<file path="src/core/msc_pkg.sv">
// Constants and helpers shared by the MAC statistics counter block
// Behaviour
// - count good received frames of 512 to 1023 bytes, 20 bits
// - count good received frames of 1024 to 1518 bytes, 20 bits
// - count good received frames longer than 1518 bytes, 20 bits
// - receive size bins ignore filter-rejected and FIFO-overflow frames
// - 32-bit count of low-power-idle indication rising edges from the PHY
// - 32-bit count of microseconds spent with receive low-power idle indicated
// - both low-power-idle counters stay zero while efficient-Ethernet enable is low
// - low-power-idle counters run in normal, suspend zero and suspend three states
// - 20-bit count of frames transmitted with a bad FCS
// - force-bad-FCS makes the MAC corrupt FCS; such frames count as FCS errors
// - excess deferral is deferral beyond two max-size frame times plus 16 bytes
// - deferral timer restarts from zero at every new deferral
// - 20-bit count of frames with carrier absent or lost during transmission
// - 32-bit total of bytes sent in errored transmissions
// - separate 20-bit counts of good frames after one and after several collisions
// - abort a frame at 16 collisions and count it as excessive collision
// - count frames aborted by late collision
// - byte totals per cast type, good frames only, no pause or partial frames
// - frame counts per cast type, good frames only, no pause frames
// - count every pause frame transmitted successfully
// - transmit size bins up to 511 bytes skip partials; 64 bin skips pause
package msc_pkg;

    // ****************************************************************
    // Widths
    // ****************************************************************
    localparam int LEN_W = 14;
    localparam int CNT20_W = 20;
    localparam int CNT32_W = 32;
    localparam int DEFER_W = 16;
    localparam int COL_W = 5;

    // ****************************************************************
    // Frame size bins, in bytes
    // ****************************************************************
    localparam logic [LEN_W-1:0] BIN_512 = 14'h0200;
    localparam logic [LEN_W-1:0] BIN_1023 = 14'h03FF;
    localparam logic [LEN_W-1:0] BIN_1024 = 14'h0400;
    localparam logic [LEN_W-1:0] BIN_1518 = 14'h05EE;
    localparam logic [LEN_W-1:0] BIN_1519 = 14'h05EF;
    localparam logic [LEN_W-1:0] BIN_64 = 14'h0040;
    localparam logic [LEN_W-1:0] BIN_65 = 14'h0041;
    localparam logic [LEN_W-1:0] BIN_127 = 14'h007F;
    localparam logic [LEN_W-1:0] BIN_128 = 14'h0080;
    localparam logic [LEN_W-1:0] BIN_255 = 14'h00FF;
    localparam logic [LEN_W-1:0] BIN_256 = 14'h0100;
    localparam logic [LEN_W-1:0] BIN_511 = 14'h01FF;
    localparam logic [LEN_W-1:0] LEN_MAX = 14'h3FFF;

    // ****************************************************************
    // Transmit limits
    // ****************************************************************
    localparam logic [COL_W-1:0] MAX_COLLISIONS = 5'h10;
    localparam logic [DEFER_W-1:0] DEFER_MARGIN_BYTES = 16'h0010;

    // ****************************************************************
    // Timing
    // ****************************************************************
    localparam int CLK_PERIOD_NS = 20;
    localparam int LPI_UNIT_NS = 1000;
    localparam int US_CYCLES = (LPI_UNIT_NS + CLK_PERIOD_NS - 1) / CLK_PERIOD_NS;
    localparam int US_DIV_W = 6;
    localparam logic [US_DIV_W-1:0] US_LAST = US_DIV_W'(US_CYCLES - 1);

    // ****************************************************************
    // Counter bank lanes
    // ****************************************************************
    localparam int FC_N = 18;
    localparam int FC_RX512 = 0;
    localparam int FC_RX1024 = 1;
    localparam int FC_RXBIG = 2;
    localparam int FC_FCS = 3;
    localparam int FC_DEFER = 4;
    localparam int FC_CARRIER = 5;
    localparam int FC_SCOL = 6;
    localparam int FC_MCOL = 7;
    localparam int FC_XCOL = 8;
    localparam int FC_LCOL = 9;
    localparam int FC_UNI = 10;
    localparam int FC_BC = 11;
    localparam int FC_MC = 12;
    localparam int FC_PAUSE = 13;
    localparam int FC_T64 = 14;
    localparam int FC_T65 = 15;
    localparam int FC_T128 = 16;
    localparam int FC_T256 = 17;
    localparam int BC_N = 4;
    localparam int BC_BAD = 0;
    localparam int BC_UNI = 1;
    localparam int BC_BC = 2;
    localparam int BC_MC = 3;

    // Inclusive length range test
    function automatic logic len_in(input logic [LEN_W-1:0] len,
                                    input logic [LEN_W-1:0] lo,
                                    input logic [LEN_W-1:0] hi);
        len_in = (len >= lo) && (len <= hi);
    endfunction

endpackage

</file>
<file path="src/core/msc_counter_bank.sv">
// Bank of wrapping counters, each advanced by a shared amount
`timescale 1ns/1ps
module msc_counter_bank
    import msc_pkg::*;
#(
    parameter int N = 4,
    parameter int W = 20,
    parameter int AW = 1
) (
    // Clock and reset
    input wire logic clock_i,
    input wire logic rst_i,
    // Increment controls
    input wire logic [N-1:0] inc_i,
    input wire logic [AW-1:0] amount_i,
    // Counter values
    output logic [N-1:0][W-1:0] count_o
);

    // ****************************************************************
    // Counters
    // ****************************************************************
    always_ff @(posedge clock_i or posedge rst_i) begin
        if (rst_i) begin
            count_o <= '0;
        end else begin
            for (int i = 0; i < N; i++) begin
                if (inc_i[i]) begin
                    count_o[i] <= count_o[i] + W'(amount_i);
                end
            end
        end
    end

endmodule

</file>
<file path="src/core/msc_stats.sv">
// Receive size bin, receive low-power-idle and transmit statistics counters
`timescale 1ns/1ps
module msc_stats
    import msc_pkg::*;
(
    // Clock and reset
    input wire logic clock_i,
    input wire logic rst_i,
    // Receive frame status
    input wire logic rx_done_i,
    input wire logic [LEN_W-1:0] rx_len_i,
    input wire logic rx_err_i,
    input wire logic rx_filter_reject_i,
    input wire logic rx_fifo_overflow_i,
    // Low-power idle and power state
    input wire logic phy_lpi_i,
    input wire logic energy_efficient_enable_i,
    input wire logic pwr_normal_i,
    input wire logic suspend_level_zero_i,
    input wire logic suspend_level_three_i,
    // Transmit control
    input wire logic force_bad_fcs_i,
    input wire logic [LEN_W-1:0] max_frame_size_i,
    input wire logic tx_byte_tick_i,
    input wire logic tx_defer_i,
    input wire logic tx_collision_i,
    // Transmit frame status
    input wire logic tx_done_i,
    input wire logic [LEN_W-1:0] tx_len_i,
    input wire logic tx_fcs_err_i,
    input wire logic tx_carrier_err_i,
    input wire logic tx_late_col_i,
    input wire logic tx_unicast_i,
    input wire logic tx_broadcast_i,
    input wire logic tx_multicast_i,
    input wire logic tx_pause_i,
    input wire logic tx_partial_i,
    // Transmit path controls
    output logic tx_corrupt_fcs_o,
    output logic tx_abort_o,
    // Receive counters
    output logic [CNT20_W-1:0] rx_frames_512_o,
    output logic [CNT20_W-1:0] rx_frames_1024_o,
    output logic [CNT20_W-1:0] rx_frames_big_o,
    output logic [CNT32_W-1:0] rx_lpi_transitions_o,
    output logic [CNT32_W-1:0] rx_lpi_time_o,
    // Transmit error counters
    output logic [CNT20_W-1:0] tx_fcs_errors_o,
    output logic [CNT20_W-1:0] tx_excess_defer_o,
    output logic [CNT20_W-1:0] tx_carrier_errors_o,
    output logic [CNT32_W-1:0] tx_bad_bytes_o,
    output logic [CNT20_W-1:0] tx_single_col_o,
    output logic [CNT20_W-1:0] tx_multi_col_o,
    output logic [CNT20_W-1:0] tx_excess_col_o,
    output logic [CNT20_W-1:0] tx_late_col_o,
    // Transmit traffic counters
    output logic [CNT32_W-1:0] tx_unicast_bytes_o,
    output logic [CNT32_W-1:0] tx_broadcast_bytes_o,
    output logic [CNT32_W-1:0] tx_multicast_bytes_o,
    output logic [CNT20_W-1:0] tx_unicast_frames_o,
    output logic [CNT20_W-1:0] tx_broadcast_frames_o,
    output logic [CNT20_W-1:0] tx_multicast_frames_o,
    output logic [CNT20_W-1:0] tx_pause_frames_o,
    output logic [CNT20_W-1:0] tx_frames_64_o,
    output logic [CNT20_W-1:0] tx_frames_65_o,
    output logic [CNT20_W-1:0] tx_frames_128_o,
    output logic [CNT20_W-1:0] tx_frames_256_o
);

    // ****************************************************************
    // Declarations
    // ****************************************************************
    logic lpi_s1_q;
    logic lpi_s2_q;
    logic lpi_s3_q;
    logic lpi_q;
    logic lpi_prev_q;
    logic lpi_run;
    logic lpi_rise;
    logic [US_DIV_W-1:0] us_div_q;
    logic us_tick_q;
    logic [CNT32_W-1:0] lpi_trans_q;
    logic [CNT32_W-1:0] lpi_time_q;
    logic [DEFER_W-1:0] defer_q;
    logic [DEFER_W-1:0] defer_limit;
    logic defer_over;
    logic defer_excess_q;
    logic frame_defer_excess;
    logic [COL_W-1:0] col_q;
    logic col_excess;
    logic rx_good;
    logic tx_err;
    logic tx_ok;
    logic tx_full;
    logic [FC_N-1:0] fc_inc;
    logic [BC_N-1:0] bc_inc;
    logic [FC_N-1:0][CNT20_W-1:0] fc_cnt;
    logic [BC_N-1:0][CNT32_W-1:0] bc_cnt;

    // ****************************************************************
    // Low-power-idle pin synchroniser
    // ****************************************************************
    always_ff @(posedge clock_i or posedge rst_i) begin
        if (rst_i) begin
            lpi_s1_q <= 1'b0;
            lpi_s2_q <= 1'b0;
            lpi_s3_q <= 1'b0;
        end else begin
            lpi_s1_q <= phy_lpi_i;
            lpi_s2_q <= lpi_s1_q;
            lpi_s3_q <= lpi_s2_q;
        end
    end

    // Level only moves once two stages agree
    always_ff @(posedge clock_i or posedge rst_i) begin
        if (rst_i) begin
            lpi_q <= 1'b0;
            lpi_prev_q <= 1'b0;
        end else begin
            if (lpi_s2_q == lpi_s3_q) begin
                lpi_q <= lpi_s3_q;
            end
            lpi_prev_q <= lpi_q;
        end
    end

    assign lpi_run = pwr_normal_i | suspend_level_zero_i | suspend_level_three_i;
    assign lpi_rise = lpi_q & ~lpi_prev_q;

    // ****************************************************************
    // Microsecond divider
    // ****************************************************************
    always_ff @(posedge clock_i or posedge rst_i) begin
        if (rst_i) begin
            us_div_q <= '0;
            us_tick_q <= 1'b0;
        end else begin
            us_tick_q <= (us_div_q == US_LAST);
            if (us_div_q == US_LAST) begin
                us_div_q <= '0;
            end else begin
                us_div_q <= us_div_q + 1'b1;
            end
        end
    end

    // ****************************************************************
    // Low-power-idle counters
    // ****************************************************************
    always_ff @(posedge clock_i or posedge rst_i) begin
        if (rst_i) begin
            lpi_trans_q <= '0;
        end else if (!energy_efficient_enable_i) begin
            lpi_trans_q <= '0;
        end else if (lpi_run && lpi_rise) begin
            lpi_trans_q <= lpi_trans_q + 1'b1;
        end
    end

    always_ff @(posedge clock_i or posedge rst_i) begin
        if (rst_i) begin
            lpi_time_q <= '0;
        end else if (!energy_efficient_enable_i) begin
            lpi_time_q <= '0;
        end else if (lpi_run && lpi_q && us_tick_q) begin
            lpi_time_q <= lpi_time_q + 1'b1;
        end
    end

    assign rx_lpi_transitions_o = lpi_trans_q;
    assign rx_lpi_time_o = lpi_time_q;

    // ****************************************************************
    // Force bad FCS
    // ****************************************************************
    always_ff @(posedge clock_i or posedge rst_i) begin
        if (rst_i) begin
            tx_corrupt_fcs_o <= 1'b0;
        end else begin
            tx_corrupt_fcs_o <= force_bad_fcs_i;
        end
    end

    // ****************************************************************
    // Deferral timer
    // ****************************************************************
    assign defer_limit = {1'b0, max_frame_size_i, 1'b0} + DEFER_MARGIN_BYTES;
    assign defer_over = tx_defer_i && (defer_q > defer_limit);

    always_ff @(posedge clock_i or posedge rst_i) begin
        if (rst_i) begin
            defer_q <= '0;
        end else if (!tx_defer_i) begin
            defer_q <= '0;
        end else if (tx_byte_tick_i && (defer_q != '1)) begin
            defer_q <= defer_q + 1'b1;
        end
    end

    // Sticky per frame; a new overrun beats the end-of-frame clear
    always_ff @(posedge clock_i or posedge rst_i) begin
        if (rst_i) begin
            defer_excess_q <= 1'b0;
        end else if (defer_over) begin
            defer_excess_q <= 1'b1;
        end else if (tx_done_i || col_excess) begin
            defer_excess_q <= 1'b0;
        end
    end

    assign frame_defer_excess = defer_excess_q | defer_over;

    // ****************************************************************
    // Collision tracking
    // ****************************************************************
    assign col_excess = tx_collision_i && (col_q == MAX_COLLISIONS - 1'b1);

    always_ff @(posedge clock_i or posedge rst_i) begin
        if (rst_i) begin
            col_q <= '0;
        end else if (col_excess || tx_done_i) begin
            col_q <= '0;
        end else if (tx_collision_i) begin
            col_q <= col_q + 1'b1;
        end
    end

    always_ff @(posedge clock_i or posedge rst_i) begin
        if (rst_i) begin
            tx_abort_o <= 1'b0;
        end else begin
            tx_abort_o <= col_excess;
        end
    end

    // ****************************************************************
    // Frame qualification
    // ****************************************************************
    assign rx_good = rx_done_i & ~rx_err_i & ~rx_filter_reject_i & ~rx_fifo_overflow_i;
    assign tx_err = tx_fcs_err_i | tx_corrupt_fcs_o | tx_carrier_err_i | tx_late_col_i
        | frame_defer_excess;
    assign tx_ok = tx_done_i & ~tx_err;
    assign tx_full = tx_ok & ~tx_partial_i;

    // Each lane fires once, on the frame's closing strobe; the excess-collision lane fires on the sixteenth collision
    always_comb begin
        fc_inc = '0;
        fc_inc[FC_RX512] = rx_good && len_in(rx_len_i, BIN_512, BIN_1023);
        fc_inc[FC_RX1024] = rx_good && len_in(rx_len_i, BIN_1024, BIN_1518);
        fc_inc[FC_RXBIG] = rx_good && len_in(rx_len_i, BIN_1519, LEN_MAX);
        fc_inc[FC_FCS] = tx_done_i && (tx_fcs_err_i || tx_corrupt_fcs_o);
        fc_inc[FC_DEFER] = tx_done_i && frame_defer_excess;
        fc_inc[FC_CARRIER] = tx_done_i && tx_carrier_err_i;
        fc_inc[FC_SCOL] = tx_ok && (col_q == 5'h01);
        fc_inc[FC_MCOL] = tx_ok && (col_q > 5'h01);
        fc_inc[FC_XCOL] = col_excess;
        fc_inc[FC_LCOL] = tx_done_i && tx_late_col_i;
        fc_inc[FC_UNI] = tx_ok && tx_unicast_i && !tx_pause_i;
        fc_inc[FC_BC] = tx_ok && tx_broadcast_i && !tx_pause_i;
        fc_inc[FC_MC] = tx_ok && tx_multicast_i && !tx_pause_i;
        fc_inc[FC_PAUSE] = tx_ok && tx_pause_i;
        fc_inc[FC_T64] = tx_full && !tx_pause_i && (tx_len_i == BIN_64);
        fc_inc[FC_T65] = tx_full && len_in(tx_len_i, BIN_65, BIN_127);
        fc_inc[FC_T128] = tx_full && len_in(tx_len_i, BIN_128, BIN_255);
        fc_inc[FC_T256] = tx_full && len_in(tx_len_i, BIN_256, BIN_511);
    end

    always_comb begin
        bc_inc = '0;
        bc_inc[BC_BAD] = tx_done_i && tx_err;
        bc_inc[BC_UNI] = tx_full && tx_unicast_i && !tx_pause_i;
        bc_inc[BC_BC] = tx_full && tx_broadcast_i && !tx_pause_i;
        bc_inc[BC_MC] = tx_full && tx_multicast_i && !tx_pause_i;
    end

    // ****************************************************************
    // Counter banks
    // ****************************************************************
    msc_counter_bank #(
        .N(FC_N),
        .W(CNT20_W),
        .AW(1)
    ) u_frames (
        .clock_i(clock_i),
        .rst_i(rst_i),
        .inc_i(fc_inc),
        .amount_i(1'b1),
        .count_o(fc_cnt)
    );

    msc_counter_bank #(
        .N(BC_N),
        .W(CNT32_W),
        .AW(LEN_W)
    ) u_bytes (
        .clock_i(clock_i),
        .rst_i(rst_i),
        .inc_i(bc_inc),
        .amount_i(tx_len_i),
        .count_o(bc_cnt)
    );

    assign rx_frames_512_o = fc_cnt[FC_RX512];
    assign rx_frames_1024_o = fc_cnt[FC_RX1024];
    assign rx_frames_big_o = fc_cnt[FC_RXBIG];
    assign tx_fcs_errors_o = fc_cnt[FC_FCS];
    assign tx_excess_defer_o = fc_cnt[FC_DEFER];
    assign tx_carrier_errors_o = fc_cnt[FC_CARRIER];
    assign tx_single_col_o = fc_cnt[FC_SCOL];
    assign tx_multi_col_o = fc_cnt[FC_MCOL];
    assign tx_excess_col_o = fc_cnt[FC_XCOL];
    assign tx_late_col_o = fc_cnt[FC_LCOL];
    assign tx_unicast_frames_o = fc_cnt[FC_UNI];
    assign tx_broadcast_frames_o = fc_cnt[FC_BC];
    assign tx_multicast_frames_o = fc_cnt[FC_MC];
    assign tx_pause_frames_o = fc_cnt[FC_PAUSE];
    assign tx_frames_64_o = fc_cnt[FC_T64];
    assign tx_frames_65_o = fc_cnt[FC_T65];
    assign tx_frames_128_o = fc_cnt[FC_T128];
    assign tx_frames_256_o = fc_cnt[FC_T256];
    assign tx_bad_bytes_o = bc_cnt[BC_BAD];
    assign tx_unicast_bytes_o = bc_cnt[BC_UNI];
    assign tx_broadcast_bytes_o = bc_cnt[BC_BC];
    assign tx_multicast_bytes_o = bc_cnt[BC_MC];
endmodule

</file>
<file path="config.mk">
export PLATFORM = sky130hd
export DESIGN_NAME = msc_stats
export DESIGN_NICKNAME = d
export VERILOG_FILES = /design/src/core/msc_pkg.sv /design/src/core/msc_counter_bank.sv /design/src/core/msc_stats.sv
export SDC_FILE = /design/constraint.sdc
export NUM_CORES = 2
export LEC_CHECK = 0
export BUFFER_PORTS_ARGS = -buffer_cell sky130_fd_sc_hd__buf_2
export CAP_MARGIN = 20
export CELL_PAD_IN_SITES_DETAIL_PLACEMENT = 0
export CELL_PAD_IN_SITES_GLOBAL_PLACEMENT = 1
export CORE_ASPECT_RATIO = 0.6
export CORE_MARGIN = 5
export CORE_UTILIZATION = 39
export CTS_CLUSTER_SIZE = 20
export DETAILED_ROUTE_END_ITERATION = 8
export PLACE_DENSITY_LB_ADDON = 0.1
export SLEW_MARGIN = 25
export SYNTH_ARGS = -nofsm -noshare
export SYNTH_HDL_FRONTEND = slang
export SYNTH_SLANG_ARGS = --single-unit
</file>
<file path="constraint.sdc">
create_clock -name clock_i -period 18.6 [get_ports clock_i]
set_input_delay 3.72 -clock clock_i [delete_from_list [all_inputs] [get_ports clock_i]]
set_output_delay 3.72 -clock clock_i [all_outputs]
set_load 0.02 [all_outputs]
</file>
==> impl_metrics.prom <==
# TYPE chip_impl_metric gauge
chip_impl_metric{name="worst_path_largest_cell_delay",unit="ns"} 0.74
chip_impl_info{name="critPathTopFamily",value="simple AND/OR/NAND/NOR gates"} 1
chip_impl_metric{name="die-area",unit="um^2"} 79800
chip_impl_metric{name="tightestPinTransition",unit="ns"} 0.974
chip_impl_metric{name="yosys.area_share.xor_xnor",unit="%"} 16.3
chip_impl_metric{name="max_freq",unit="MHz"} 142
chip_impl_metric{name="cts_hold_buffers",unit=""} 0
chip_impl_metric{name="power.share.sequential",unit="%"} 43.4
chip_impl_info{name="worstHoldPathType",value="reg2reg"} 1
chip_impl_metric{name="final_layout_size_suffix_gt1_share",unit="%"} 22.8
chip_impl_info{name="tritoncts",value="done"} 1
chip_impl_metric{name="worst_setup_hold_path_clk_slew",unit="ns"} 0.06
chip_impl_metric{name="yosys-mux-area-fraction",unit="%"} 0.740
chip_impl_metric{name="ys_types",unit=""} 64
chip_impl_metric{name="period_share",unit="%"} 37.9
chip_impl_metric{name="clkPwrFrac",unit="%"} 39.6
chip_impl_metric{name="final.fill_count",unit=""} 6898
chip_impl_metric{name="r2r_setup_slack",unit="ns"} 15.04
chip_impl_metric{name="synth.net_count",unit=""} 2930
chip_impl_metric{name="die_width",unit="um"} 361
chip_impl_metric{name="clock_skew",unit="ns"} 0.0146
chip_impl_metric{name="postRouteAntennaNets",unit=""} 0
chip_impl_metric{name="global_route_usage_sum",unit="%"} 21.5
chip_impl_metric{name="layout.cell_area.non_filler",unit="um^2"} 35300
chip_impl_metric{name="synth_compound_area_share",unit="%"} 5.10
chip_impl_info{name="synth.most_common_cell",value="dfrtp_1"} 1
chip_impl_metric{name="maxSlewViolCount",unit=""} 0
chip_impl_metric{name="synth_top_area_share",unit="%"} 50.9
chip_impl_metric{name="cell_area_power_density",unit="nW/um^2"} 93.4
chip_impl_info{name="min_from",value="lpi_s1_q"} 1
chip_impl_info{name="cts_root_buffer",value="clkbuf_16"} 1
chip_impl_metric{name="globalRoute.totalOverflow",unit=""} 0
chip_impl_metric{name="cp.required",unit="ns"} 19.15
chip_impl_metric{name="worstPathMaxFanout",unit=""} 28
chip_impl_metric{name="initial_util",unit="%"} 39.3
chip_impl_info{name="largest_family_of_logic_cells_by_synthesized_area",value="simple AND/OR/NAND/NOR gates"} 1
chip_impl_metric{name="core_area",unit="um^2"} 73500
chip_impl_metric{name="iteration_0_drc_markers",unit=""} 1699
chip_impl_metric{name="post-dp-hpwl",unit="um"} 66900
chip_impl_info{name="setup.worst_path.class",value="in2reg"} 1
chip_impl_metric{name="route.final.wire_length",unit="um"} 87600
chip_impl_metric{name="synth_simple_gate_area_share",unit="%"} 20.8
chip_impl_info{name="startpoint_type",value="primary input"} 1
chip_impl_metric{name="synth_seq_area_share",unit="%"} 50.9
chip_impl_metric{name="regArea",unit="um^2"} 14700
chip_impl_metric{name="ioPinCount",unit=""} 620
chip_impl_info{name="worst_path_max_delay_cell",value="nand3_1"} 1
chip_impl_info{name="path_cells",value="buf_2 > and3_1 > and3_1 > nand2_1 > nor2_1 > nand3_1 > ha_1 > nand4_2 > o41ai_2 > nand2_1 > o21ai_4 > buf_4 > nand3_1 > nor3b_1 > xor2_1"} 1
chip_impl_info{name="synthDominantAreaCellType",value="dfrtp_1"} 1
chip_impl_metric{name="combined_area_of_all_synthesized_cells",unit="um^2"} 28900
chip_impl_info{name="yosys-top-cells-count",value="588 x dfrtp_1, 332 x xnor2_1, 275 x nand2_1"} 1
chip_impl_info{name="status",value="finished, final reports clean"} 1
chip_impl_metric{name="buffer_ports.inserted",unit=""} 619
chip_impl_metric{name="antenna_found_initial",unit=""} 5
chip_impl_metric{name="floorplan.die.height",unit="um"} 221
chip_impl_metric{name="multi_input_combinational_cell_area",unit="um^2"} 13700
chip_impl_metric{name="p_leak",unit="nW"} 18.1
chip_impl_metric{name="ctsResizeCount",unit=""} 0
chip_impl_metric{name="synthesis.yosys.warnings",unit=""} 0
chip_impl_metric{name="min_period",unit="ns"} 7.06
chip_impl_info{name="worstSetupStartpoint",value="max_frame_size_i[5]"} 1
chip_impl_metric{name="synth_edf_count",unit=""} 0
chip_impl_metric{name="relSlewSlack",unit="%"} 34.5
chip_impl_metric{name="grt_pass1_wl",unit="um"} 137000
chip_impl_metric{name="dr_total_vias",unit=""} 22700
chip_impl_metric{name="final_net_count",unit=""} 3580
chip_impl_metric{name="placementRows",unit=""} 77
chip_impl_info{name="synth_flop_cell",value="dfrtp_1"} 1
chip_impl_metric{name="route.detailed.drc",unit=""} 0
chip_impl_metric{name="ctsLongestPathBuffers",unit=""} 3
chip_impl_metric{name="globalplace.congestion",unit=""} 0.859
chip_impl_metric{name="via_count_of_the_first_global_routing_pass",unit=""} 22600
chip_impl_metric{name="async_flop_share",unit="%"} 100
chip_impl_metric{name="switching_power",unit="mW"} 0.971
chip_impl_metric{name="netlist_instances",unit=""} 2762
chip_impl_metric{name="route.detailed.vias_per_inst",unit=""} 5.10
chip_impl_metric{name="critPathBufInv",unit=""} 2
chip_impl_metric{name="fin_tns_setup",unit="ns"} 0
chip_impl_metric{name="setup_viol",unit=""} 0
chip_impl_metric{name="syn-mean-instance-area",unit="um^2"} 10.5
chip_impl_metric{name="post_dp_cell_area",unit="um^2"} 33200
chip_impl_metric{name="critical_path_arrival",unit="ns"} 7.61
chip_impl_metric{name="wl_per_cell",unit="um"} 19.7
chip_impl_metric{name="clock_buffer_count_from_cts",unit=""} 59
chip_impl_metric{name="drv_cap",unit=""} 0
chip_impl_metric{name="area_delta_synth_final",unit="%"} 22.3
chip_impl_info{name="post_synth_main_area_contributors",value="dfrtp_1 51%, xnor2_1 10%, xor2_1 6.2%, ha_1 4.2%, nand2_1 3.6%"} 1
chip_impl_metric{name="final-hold-violation-count",unit=""} 0
chip_impl_metric{name="ir_worst_vdd",unit="mV"} 0.0700
chip_impl_info{name="grt_setup_unrepaired",value="no"} 1
chip_impl_metric{name="cell_internal_pwr",unit="mW"} 2.33
chip_impl_metric{name="clk_latency",unit="ns"} 0.63
chip_impl_metric{name="postSynthRegisterBits",unit=""} 588
chip_impl_metric{name="power.share.switching",unit="%"} 29.4
chip_impl_metric{name="power.combinational.fraction",unit="%"} 17.0
chip_impl_info{name="origin_of_the_critical_flop_to_flop_path",value="defer_q[11]"} 1
chip_impl_metric{name="grt_max_degree",unit=""} 78
chip_impl_metric{name="post-cts-setup-buffer-count",unit=""} 0
chip_impl_metric{name="synth_fa_ha_area_share",unit="%"} 4.55
chip_impl_metric{name="cts.sinks",unit=""} 588
chip_impl_metric{name="cts_max_level",unit=""} 2
chip_impl_metric{name="firstDrtPassIters",unit=""} 5
chip_impl_info{name="critical_path.endpoint_type",value="flop"} 1
-- layout by cell type, fill, tap and decap left out, types with 7 or more instances in the layout --
master	Yosys	routed
and2_1	86	86
and4_1	29	29
nand3b_1	9	9
mux2_2	19	19
nand3_1	193	193
buf_2	8	619
and3_1	86	86
ha_1	98	98
buf_4	1	17
or2_2	9	9
nand2_1	275	275
bufinv_16	0	8
inv_1	71	70
a21o_1	15	15
xor2_1	205	205
nand4_1	119	119
o21bai_1	10	10
nor2b_1	20	20
nor2_1	163	163
nor3_1	72	70
clkbuf_16	0	61
o21ai_0	88	88
nand2b_1	15	15
dfrtp_1	588	588
clkinv_2	0	12
a211oi_1	10	10
clkbuf_8	0	16
o21a_1	16	16
nor4_2	7	7
xnor2_1	332	332
a21boi_0	9	9
clkbuf_1	38	9
nor3b_1	12	12
a21oi_1	51	51
nor4_1	21	21
or3_1	18	18
-- power by group through the flow --
stage | Combinational, mW | Clock, mW | Sequential (mW)
after floorplan | 0.294 | 0 | 1.53
after global placement | 0.557 | 0 | 1.45
after detailed placement | 0.565 | 0 | 1.46
after CTS | 0.567 | 1.35 | 1.43
after global routing | 0.620 | 1.40 | 1.44
final | 0.561 | 1.31 | 1.43
-- final timing paths --
check / endpoint / cells past startpoint
min: lpi_s2_q / 0
min reg2reg: lpi_s2_q / 0
min in group asynchronous: rx_lpi_time_o[9] / 2
max in group asynchronous: u_frames.count_o[277] / 6
max: u_bytes.count_o[47] / 15
max reg2reg: u_bytes.count_o[47] / 9
-- registers in the layout, indices dropped and copies added, names as in the netlist --
register              flops
tx_abort_o                1
lpi_s3_q                  1
lpi_q                     1
u_frames.count_o        360
tx_corrupt_fcs_o          1
rx_lpi_transitions_o     32
lpi_s1_q                  1
us_div_q                  6
lpi_s2_q                  1
u_bytes.count_o         128
lpi_prev_q                1
us_tick_q                 1
col_q                     5
defer_q                  16
rx_lpi_time_o            32
defer_excess_q            1
-- metrics by stage --
stage / hold WS [ns] / setup WS [ns] / power, mW / util [%] / std cells
floorplan: 0.331 / 6.86 / 1.82 / - / 2762
global placement: 0.337 / 10.85 / 2.01 / 45.1 / 4337
detailed placement: 0.354 / 10.76 / 2.02 / 45.2 / 4337
CTS: 0.367 / 11.44 / 3.35 / 48.0 / 4445
global route: 0.370 / 11.07 / 3.46 / 48.1 / 4450
finish: 0.367 / 11.54 / 3.30 / 48.1 / 4451
-- metal layers --
metal	wire length, um	global-route usage [%]
met5	0	0
met4	2310	5.80
met3	6140	5.70
met1	39400	29.7
met2	39800	33.6
-- kinds of logic (layout without fill, tap and decap cells) --
family / count (synthesis) / after routing
simple gates: 1155 / 1155
flops: 588 / 588
xor+xnor: 537 / 537
compound gates: 239 / 239
buf+inv: 121 / 818
fa+ha+maj: 103 / 103
mux: 19 / 19
other cells: 0 / 5
-- layout make-up --
| cell class | instances | area share, % |
|---|---|---|
| clock buffers | 86 | 5.04 |
| clock inverters | 22 | 0.931 |
| inverters | 71 | 0.765 |
| repair buffers | 639 | 9.22 |
| diodes | 5 | 0.0354 |
| flip-flops and latches | 588 | 41.6 |
| well taps | 987 | 3.49 |
| multi-input cells | 2053 | 38.9 |
-- worst register-to-register path, delay by kind of cell (launching register included) --
kind                     cells  cell delay (ns)
flip-flops                   1             0.45
XOR/XNOR                     1             0.17
adder cells (fa/ha/maj)      1             0.36
AO/OA/AOI/OAI                2             0.52
buffers and inverters        1             0.39
AND/OR/NAND/NOR              4             1.59
No activity file was read; power rests on OpenSTA's default activity.
